$ cat src/include/nvm_ctrl_pkg.sv
// constants and types shared by the nonvolatile memory control block
package nvm_ctrl_pkg;

  // ***************************************************
  // register location and fields
  // ***************************************************
  localparam logic [7:0] MEM_CTRL_ADDR = 8'h96; // nv_memory_control
  localparam logic [7:0] MEM_CTRL_RESET = 8'h00;
  localparam int APP_PROG_BIT = 7;
  localparam int AUTO_ERASE_BIT = 6;
  localparam int PAGE_LOAD_BIT = 5;
  localparam int NV_WEN_BIT = 4;
  localparam int DFLASH_EN_BIT = 3;
  localparam int ABORT_BIT = 2;
  localparam int UNUSED_BIT = 1;
  localparam int WINHIBIT_BIT = 0;

  // ***************************************************
  // page geometry
  // ***************************************************
  localparam int PAGE_BYTES = 64;
  localparam int PAGE_IDX_W = 6;
  localparam int ADDR_W = 16;
  localparam int PAGE_NUM_W = ADDR_W - PAGE_IDX_W;

  // ***************************************************
  // address space selected for a move instruction
  // ***************************************************
  typedef enum logic [1:0] {
    SPACE_EXTRA_RAM,
    SPACE_FLASH_DATA,
    SPACE_CODE,
    SPACE_SIGNATURE
  } space_t;

endpackage

$ cat src/include/nv_page_if.sv
// carrier between write sequencer and temporary page buffer
`timescale 1ns/1ps
interface nv_page_if #(parameter int IDX_W = 6);
  logic loadEn;
  logic [IDX_W-1:0] loadIdx;
  logic [7:0] loadData;
  logic clearAll;
  logic [IDX_W-1:0] rdIdx;
  logic [7:0] rdData;
  logic rdLoaded;
  logic anyLoaded;

  modport ctrl (
    output loadEn, loadIdx, loadData, clearAll, rdIdx,
    input rdData, rdLoaded, anyLoaded
  );
  modport store (
    input loadEn, loadIdx, loadData, clearAll, rdIdx,
    output rdData, rdLoaded, anyLoaded
  );
endinterface

$ cat src/rtl/nv_page_buffer.sv
// temporary page buffer with per-byte loaded marks
`timescale 1ns/1ps
module nv_page_buffer #(
  parameter int DEPTH = 64,
  parameter int IDX_W = 6
) (
  // clock and reset
  input wire logic clk,
  input wire logic rst,
  // sequencer side
  nv_page_if.store pg
);
  import nvm_ctrl_pkg::*;

  logic [7:0] mem [DEPTH];
  logic [DEPTH-1:0] loaded_reg;

  // byte storage, no reset needed
  always_ff @(posedge clk) begin
    if (pg.loadEn) begin
      mem[pg.loadIdx] <= pg.loadData;
    end
  end

  // loaded marks, cleared after every write operation
  always_ff @(posedge clk or posedge rst) begin
    if (rst) begin
      loaded_reg <= '0;
    end else if (pg.clearAll) begin
      loaded_reg <= '0;
    end else if (pg.loadEn) begin
      loaded_reg[pg.loadIdx] <= 1'b1;
    end
  end

  // read side
  assign pg.rdData = mem[pg.rdIdx];
  assign pg.rdLoaded = loaded_reg[pg.rdIdx];
  assign pg.anyLoaded = |loaded_reg;
endmodule // nv_page_buffer

$ cat src/rtl/flash_write_and_map_control.sv
// nonvolatile write sequencing and move-instruction space routing
// Function
// no write start while brownout reports low
// brownout during write sets abort flag
// flash data reads always complete
// abort flag held until software clears
// inhibit flag zero below programming voltage
// app bit redirects pointer moves to code
// disabled fuse forces app bit zero
// auto-erase erases page before writing
// page-load accepts bytes without starting write
// write-enable bit gates all programming
// data-flash bit enables flash data space
// control register resets bits 7..2 zero
// code writes use same sequencing
// cpu held idle during programming
// routing map for external and code moves
// 64-byte buffer reset after each write
// final write starts sequence, selects page
// programming only clears bits
// interrupts deferred during write
// unused bit 1 ignores writes
`timescale 1ns/1ps
module flash_write_and_map_control #(
  parameter int PAGE_DEPTH = nvm_ctrl_pkg::PAGE_BYTES
) (
  // clock and reset
  input wire logic clk,
  input wire logic rst,
  // special function register access
  input wire logic [7:0] sfrAddr,
  input wire logic sfrWrite,
  input wire logic [7:0] sfrWdata,
  output logic [7:0] sfrRdata,
  // move instruction request from the core
  input wire logic movReq,
  input wire logic movWrite,
  input wire logic movIsCode,
  input wire logic [nvm_ctrl_pkg::ADDR_W-1:0] movAddr,
  input wire logic [7:0] movWdata,
  input wire logic signatureSelect,
  output logic movAck,
  output nvm_ctrl_pkg::space_t movSpace,
  output logic ramWriteEn,
  // core control
  output logic cpuHold,
  output logic intDefer,
  // supply and fuse status
  input wire logic brownoutLow,
  input wire logic appFuseEn,
  // flash array port
  output logic flashErase,
  output logic flashProg,
  output logic flashRdEn,
  output nvm_ctrl_pkg::space_t flashSpace,
  output logic [nvm_ctrl_pkg::ADDR_W-1:0] flashAddr,
  output logic [7:0] flashWdata,
  input wire logic [7:0] flashRdata,
  input wire logic flashDone
);
  import nvm_ctrl_pkg::*;

  typedef enum logic [2:0] {
    SEQ_IDLE, SEQ_ERASE, SEQ_SCAN, SEQ_READ, SEQ_MERGE, SEQ_PROG, SEQ_END
  } seq_t;

  // ***************************************************
  // control register
  // ***************************************************
  logic appProg_reg, autoErase_reg, pageLoad_reg, nvWen_reg, dflashEn_reg;
  logic abort_reg;
  logic ctrlWrite, abortSet, appProg;
  seq_t state_reg;
  logic [PAGE_IDX_W-1:0] idx_reg;
  logic [PAGE_NUM_W-1:0] page_reg;
  logic [7:0] merged;

  nv_page_if #(.IDX_W(PAGE_IDX_W)) pg ();

  assign ctrlWrite = sfrWrite && (sfrAddr == MEM_CTRL_ADDR);
  assign appProg = appProg_reg && appFuseEn;

  // writable control bits, all zero after reset
  always_ff @(posedge clk or posedge rst) begin
    if (rst) begin
      appProg_reg <= MEM_CTRL_RESET[APP_PROG_BIT];
      autoErase_reg <= MEM_CTRL_RESET[AUTO_ERASE_BIT];
      pageLoad_reg <= MEM_CTRL_RESET[PAGE_LOAD_BIT];
      nvWen_reg <= MEM_CTRL_RESET[NV_WEN_BIT];
      dflashEn_reg <= MEM_CTRL_RESET[DFLASH_EN_BIT];
    end else if (ctrlWrite) begin
      appProg_reg <= sfrWdata[APP_PROG_BIT] && appFuseEn;
      autoErase_reg <= sfrWdata[AUTO_ERASE_BIT];
      pageLoad_reg <= sfrWdata[PAGE_LOAD_BIT];
      nvWen_reg <= sfrWdata[NV_WEN_BIT];
      dflashEn_reg <= sfrWdata[DFLASH_EN_BIT];
    end else if (!appFuseEn) begin
      appProg_reg <= 1'b0;
    end
  end

  // abort flag: hardware sets, software writes zero, set wins
  always_ff @(posedge clk or posedge rst) begin
    if (rst) begin
      abort_reg <= MEM_CTRL_RESET[ABORT_BIT];
    end else if (abortSet) begin
      abort_reg <= 1'b1;
    end else if (ctrlWrite && !sfrWdata[ABORT_BIT]) begin
      abort_reg <= 1'b0;
    end
  end

  // read back; bit 1 has no storage and reads zero
  always_comb begin
    sfrRdata = '0;
    if (sfrAddr == MEM_CTRL_ADDR) begin
      sfrRdata[APP_PROG_BIT] = appProg;
      sfrRdata[AUTO_ERASE_BIT] = autoErase_reg;
      sfrRdata[PAGE_LOAD_BIT] = pageLoad_reg;
      sfrRdata[NV_WEN_BIT] = nvWen_reg;
      sfrRdata[DFLASH_EN_BIT] = dflashEn_reg;
      sfrRdata[ABORT_BIT] = abort_reg;
      sfrRdata[UNUSED_BIT] = 1'b0;
      sfrRdata[WINHIBIT_BIT] = !brownoutLow;
    end
  end

  // ***************************************************
  // space routing
  // ***************************************************
  function automatic space_t route(input logic isCode, input logic app,
                                   input logic sig, input logic dflash);
    if (isCode || app) begin
      route = sig ? SPACE_SIGNATURE : SPACE_CODE;
    end else begin
      route = dflash ? SPACE_FLASH_DATA : SPACE_EXTRA_RAM;
    end
  endfunction

  logic nvTarget, nvWrite, startSeq, loadByte, seqIdle;

  assign movSpace = route(movIsCode, appProg, signatureSelect, dflashEn_reg);
  assign seqIdle = (state_reg == SEQ_IDLE);
  assign nvTarget = (movSpace != SPACE_EXTRA_RAM);
  assign nvWrite = movReq && movWrite && !movIsCode && nvTarget && seqIdle
                   && nvWen_reg;
  assign loadByte = nvWrite && (pageLoad_reg || !brownoutLow);
  assign startSeq = nvWrite && !pageLoad_reg && !brownoutLow;
  assign ramWriteEn = movReq && movWrite && !movIsCode
                      && movSpace == SPACE_EXTRA_RAM && seqIdle;
  // reads answer at once in any supply state; writes wait while busy
  assign movAck = movReq && (!movWrite || seqIdle);
  assign cpuHold = !seqIdle;
  assign intDefer = !seqIdle;

  // buffer load from the core, clear at end of each operation
  assign pg.loadEn = loadByte;
  assign pg.loadIdx = movAddr[PAGE_IDX_W-1:0];
  assign pg.loadData = movWdata;
  assign pg.clearAll = (state_reg == SEQ_END)
                       || (nvWrite && !pageLoad_reg && brownoutLow);
  assign pg.rdIdx = idx_reg;

  nv_page_buffer #(.DEPTH(PAGE_DEPTH), .IDX_W(PAGE_IDX_W)) u_buf (
    .clk(clk),
    .rst(rst),
    .pg(pg)
  );

  // ***************************************************
  // write sequencer
  // ***************************************************
  assign merged = flashRdata & pg.rdData;
  assign abortSet = !seqIdle && state_reg != SEQ_END && brownoutLow;

  // sequence state
  always_ff @(posedge clk or posedge rst) begin
    if (rst) begin
      state_reg <= SEQ_IDLE;
      idx_reg <= '0;
      page_reg <= '0;
      flashSpace <= SPACE_EXTRA_RAM;
    end else if (abortSet) begin
      state_reg <= SEQ_END;
    end else begin
      case (state_reg)
        SEQ_IDLE: begin
          idx_reg <= '0;
          if (startSeq) begin
            page_reg <= movAddr[ADDR_W-1:PAGE_IDX_W];
            flashSpace <= movSpace;
            state_reg <= autoErase_reg ? SEQ_ERASE : SEQ_SCAN;
          end
        end
        SEQ_ERASE: begin
          if (flashDone) begin
            state_reg <= SEQ_SCAN;
          end
        end
        SEQ_SCAN: begin
          if (pg.rdLoaded) begin
            state_reg <= SEQ_READ;
          end else if (idx_reg == PAGE_IDX_W'(PAGE_DEPTH - 1)) begin
            state_reg <= SEQ_END;
          end else begin
            idx_reg <= idx_reg + 1'b1;
          end
        end
        SEQ_READ: begin
          state_reg <= SEQ_MERGE;
        end
        SEQ_MERGE: begin
          state_reg <= SEQ_PROG;
        end
        SEQ_PROG: begin
          if (flashDone) begin
            if (idx_reg == PAGE_IDX_W'(PAGE_DEPTH - 1)) begin
              state_reg <= SEQ_END;
            end else begin
              idx_reg <= idx_reg + 1'b1;
              state_reg <= SEQ_SCAN;
            end
          end
        end
        SEQ_END: begin
          state_reg <= SEQ_IDLE;
        end
        default: begin
          state_reg <= SEQ_IDLE;
        end
      endcase
    end
  end

  // flash array strobes and data, all registered
  always_ff @(posedge clk or posedge rst) begin
    if (rst) begin
      flashErase <= 1'b0;
      flashProg <= 1'b0;
      flashRdEn <= 1'b0;
      flashAddr <= '0;
      flashWdata <= '0;
    end else begin
      flashErase <= seqIdle && startSeq && autoErase_reg;
      flashRdEn <= state_reg == SEQ_SCAN && pg.rdLoaded && !abortSet;
      flashProg <= state_reg == SEQ_MERGE && !abortSet;
      if (seqIdle && startSeq) begin
        flashAddr <= {movAddr[ADDR_W-1:PAGE_IDX_W], {PAGE_IDX_W{1'b0}}};
      end else if (state_reg == SEQ_SCAN) begin
        flashAddr <= {page_reg, idx_reg};
      end
      if (state_reg == SEQ_MERGE) begin
        flashWdata <= merged;
      end
    end
  end
endmodule // flash_write_and_map_control

$ cat config.mk
export PLATFORM = sky130hd
export DESIGN_NAME = flash_write_and_map_control
export DESIGN_NICKNAME = d
export VERILOG_FILES = /design/src/include/nvm_ctrl_pkg.sv /design/src/include/nv_page_if.sv /design/src/rtl/nv_page_buffer.sv /design/src/rtl/flash_write_and_map_control.sv
export SDC_FILE = /design/constraint.sdc
export NUM_CORES = 1
export LEC_CHECK = 0
export BUFFER_PORTS_ARGS = -buffer_cell sky130_fd_sc_hd__buf_2
export CORE_UTILIZATION = 50
export DETAILED_ROUTE_END_ITERATION = 6
export MAX_ROUTING_LAYER = met4
export PLACE_DENSITY = 0.68
export SYNTH_ARGS = -nofsm -noshare
export SYNTH_HDL_FRONTEND = slang
export SYNTH_SLANG_ARGS = --single-unit
$ cat constraint.sdc
create_clock -name clk -period 10.55 [get_ports clk]
set_clock_uncertainty 0.2 [all_clocks]
set_input_delay 1.055 -clock clk [delete_from_list [all_inputs] [get_ports clk]]
set_output_delay 1.055 -clock clk [all_outputs]
set_load 0.05 [all_outputs]
==> flow_summary.toml <==
[timing]
fin_setup_tns_ns = 0
worst_slew_pin_slew_ns = 1.26
finalMaxSlewViolations = 0
setup-violations-final = 0
slew_headroom = 0.157
fin_ws_ns = 5.95
rsz0062_at_grt = "false"
finalCriticalPeriod_ns = 4.60
period_share = 0.436
fmax_mhz = 217
finalHoldViolations = 0

[run_status]
status = "finished clean"

[worst_setup_path]
cp_max_fo = 46
critical-path-slowest-cell = "buf_4"
cp-start-kind = "flip-flop"
end_kind = "flip-flop"
path_buf_inv = 2
cp_cell_sequence = "buf_4 > buf_4 > mux4_2 > mux4_2 > a22o_1 > a221oi_1 > o21ai_1"
max_stage_delay_ns = 0.82
crit_required_ns = 10.84
rrSetupSlack_ns = 5.95
path_delay_family = "buffers and inverters"
path_class = "reg2reg"
worstPathArrival_ns = 4.89

[floorplan]
core-area_um2 = 49200
dieArea_um2 = 50900
num_rows = 81
io_pins = 101
dieHeight_um = 226
start_util = 0.509
fp.dieW_um = 226

[yosys]
yosysMostFrequentCell = "edfxtp_1"
yosysSeqAreaShare = 0.733
yosysWarnings = 0
synth_top_area_frac = 0.615
yosysUniqueCellTypes = 59
synth_edf_count = 512
synth_top_cell_by_area = "edfxtp_1"
syn_area_per_cell_um2 = 19.6
async_flop_share = 0.187
synth_common_cells = "edfxtp_1 (512), mux4_2 (174), dfrtp_1 (118)"
synthesis.area_um2 = 25000
synth-seq-cells = 630
synthCells = 1274
synth-main-ff-cell = "edfxtp_1"
yosys-top-cells-area = "edfxtp_1 (61%), mux4_2 (16%), dfrtp_1 (12%)"
syn_nets = 1333

[cts]
cts-hold-fix-buffers = 0
cts_max_path_buffers = 3
clockRootBuffer = "clkbuf_16"
clk_pin_slew_worst_paths_ns = 0.06
clkLatencyLatePin_ns = 0.62
cts_buffers = 61
cts_max_level = 2
cts_resized = 0
numClockSinks = 630
cts_tree = "yes"
postCtsSetupBuffers = 0

[final_layout]
area_delta_synth_final_pct = 12.0
regArea_um2 = 18300
multi_input_area_um2 = 6290
largest_reg_flops = 512
drive_gt1_frac = 0.280
fillers = 3669
fin_nets = 1435

[placement]
dp_hpwl_um = 32800
gp_congestion = 0.834
port_buffers = 97
post-place-ws_ns = 5.85

[global_routing]
grt_pass1_wl_um = 80100
antenna_found_initial = 2
grt_max_degree = 65
grt_util_all_layers = 0.225
grt_pass1_vias = 12300
grt_overflow = 0

[power]
max-vdd-ir-drop_v = 0.000130
p_per_area_nw_per_um2 = 222
leakagePower_uw = 0.00947

[detailed_routing]
routed_wl_um = 53900
detail-route-antenna-nets = 0
drc_errors = 0
drt_iter0_drc = 1085
vias = 12500
wire_per_inst_um = 25.7
firstDrtPassIters = 5
via_per_inst = 5.98

[flow_run]
maxCapViolations = 0

[worst_hold_path]
hold_class = "reg2reg"
metal layers:
layer	part of all wire	vias to the layer above	global-route usage	routed length (µm)
met5	0	-	-	0
met2	0.46	525	0.322	24600
met1	0.44	6560	0.326	23500
li1	-	5362	-	-
met3	0.084	82	0.0526	4540
met4	0.023	0	0.0612	1230
stage by stage:
step | cell area [µm²] | utilization | instances | hold WS [ns] | total power [µW]
2_1_floorplan | 25000 | - | 1274 | 0.229 | 3800
3_3_place_gp | 26100 | 0.530 | 1977 | 0.241 | 4150
3_5_place_dp | 26100 | 0.530 | 1977 | 0.247 | 4160
4_1_cts | 28000 | 0.570 | 2092 | 0.261 | 6250
5_1_grt | 28000 | 0.570 | 2094 | 0.272 | 6410
6_report | 28000 | 0.570 | 2094 | 0.255 | 6210
cell type report:
class	instances	share of cell area
Clock buffer	94	0.0637
Multi-Input combinational cell	565	0.224
Clock inverter	21	0.00572
Sequential cell	630	0.654
Inverter	8	0.00116
Timing Repair Buffer	110	0.0208
Antenna cell	2	0.000179
Tap cell	664	0.0296
power breakdown:
part / total [µW] / switching, µW / leakage [µW] / internal, µW
logic: 1280 / 730 / 0.00231 / 547
clock network: 2110 / 898 / 0.000940 / 1210
registers: 2820 / 97.8 / 0.00622 / 2730
path summary, 6_finish.rpt:
path	start	endpoint	cells after the start
max	idx_reg[0]	flashWdata[0]	7
min	page_reg[0]	page_reg[0]	2
max reg2reg	idx_reg[0]	flashWdata[0]	7
min reg2reg	page_reg[0]	page_reg[0]	2
max in group asynchronous	rst	idx_reg[1]	3
min in group asynchronous	rst	flashSpace[1]	2
cell families after synthesis:
group                      share of synthesized area
AOI/OAI and AO/OA                             0.0419
adders and majority gates                   0.000500
buffers and inverters                         0.0166
DFF                                            0.733
muxes                                          0.168
other                                       0.000150
and+or+nand+nor                               0.0406
cells in the final DEF, fill, tap and decap left out, types with 12 or more instances in the layout:
cell type  instances
edfxtp_1         512
mux4_2           174
dfrtp_1          114
buf_2             97
nor2_1            84
nand2_1           76
o21a_1            64
clkbuf_16         64
clkbuf_1          23
mux2_2            18
buf_4             13
nand3_1           12
o21ai_0           12
worst reg2reg max path, cell delays in order (launching register included):
cell and delay (ns):
dfrtp_4 0.78, buf_4 0.83, buf_4 0.66, mux4_2 0.63, mux4_2 0.54, a22o_1 0.27
a221oi_1 0.44, o21ai_1 0.13
(Power assumes the default switching activity.)
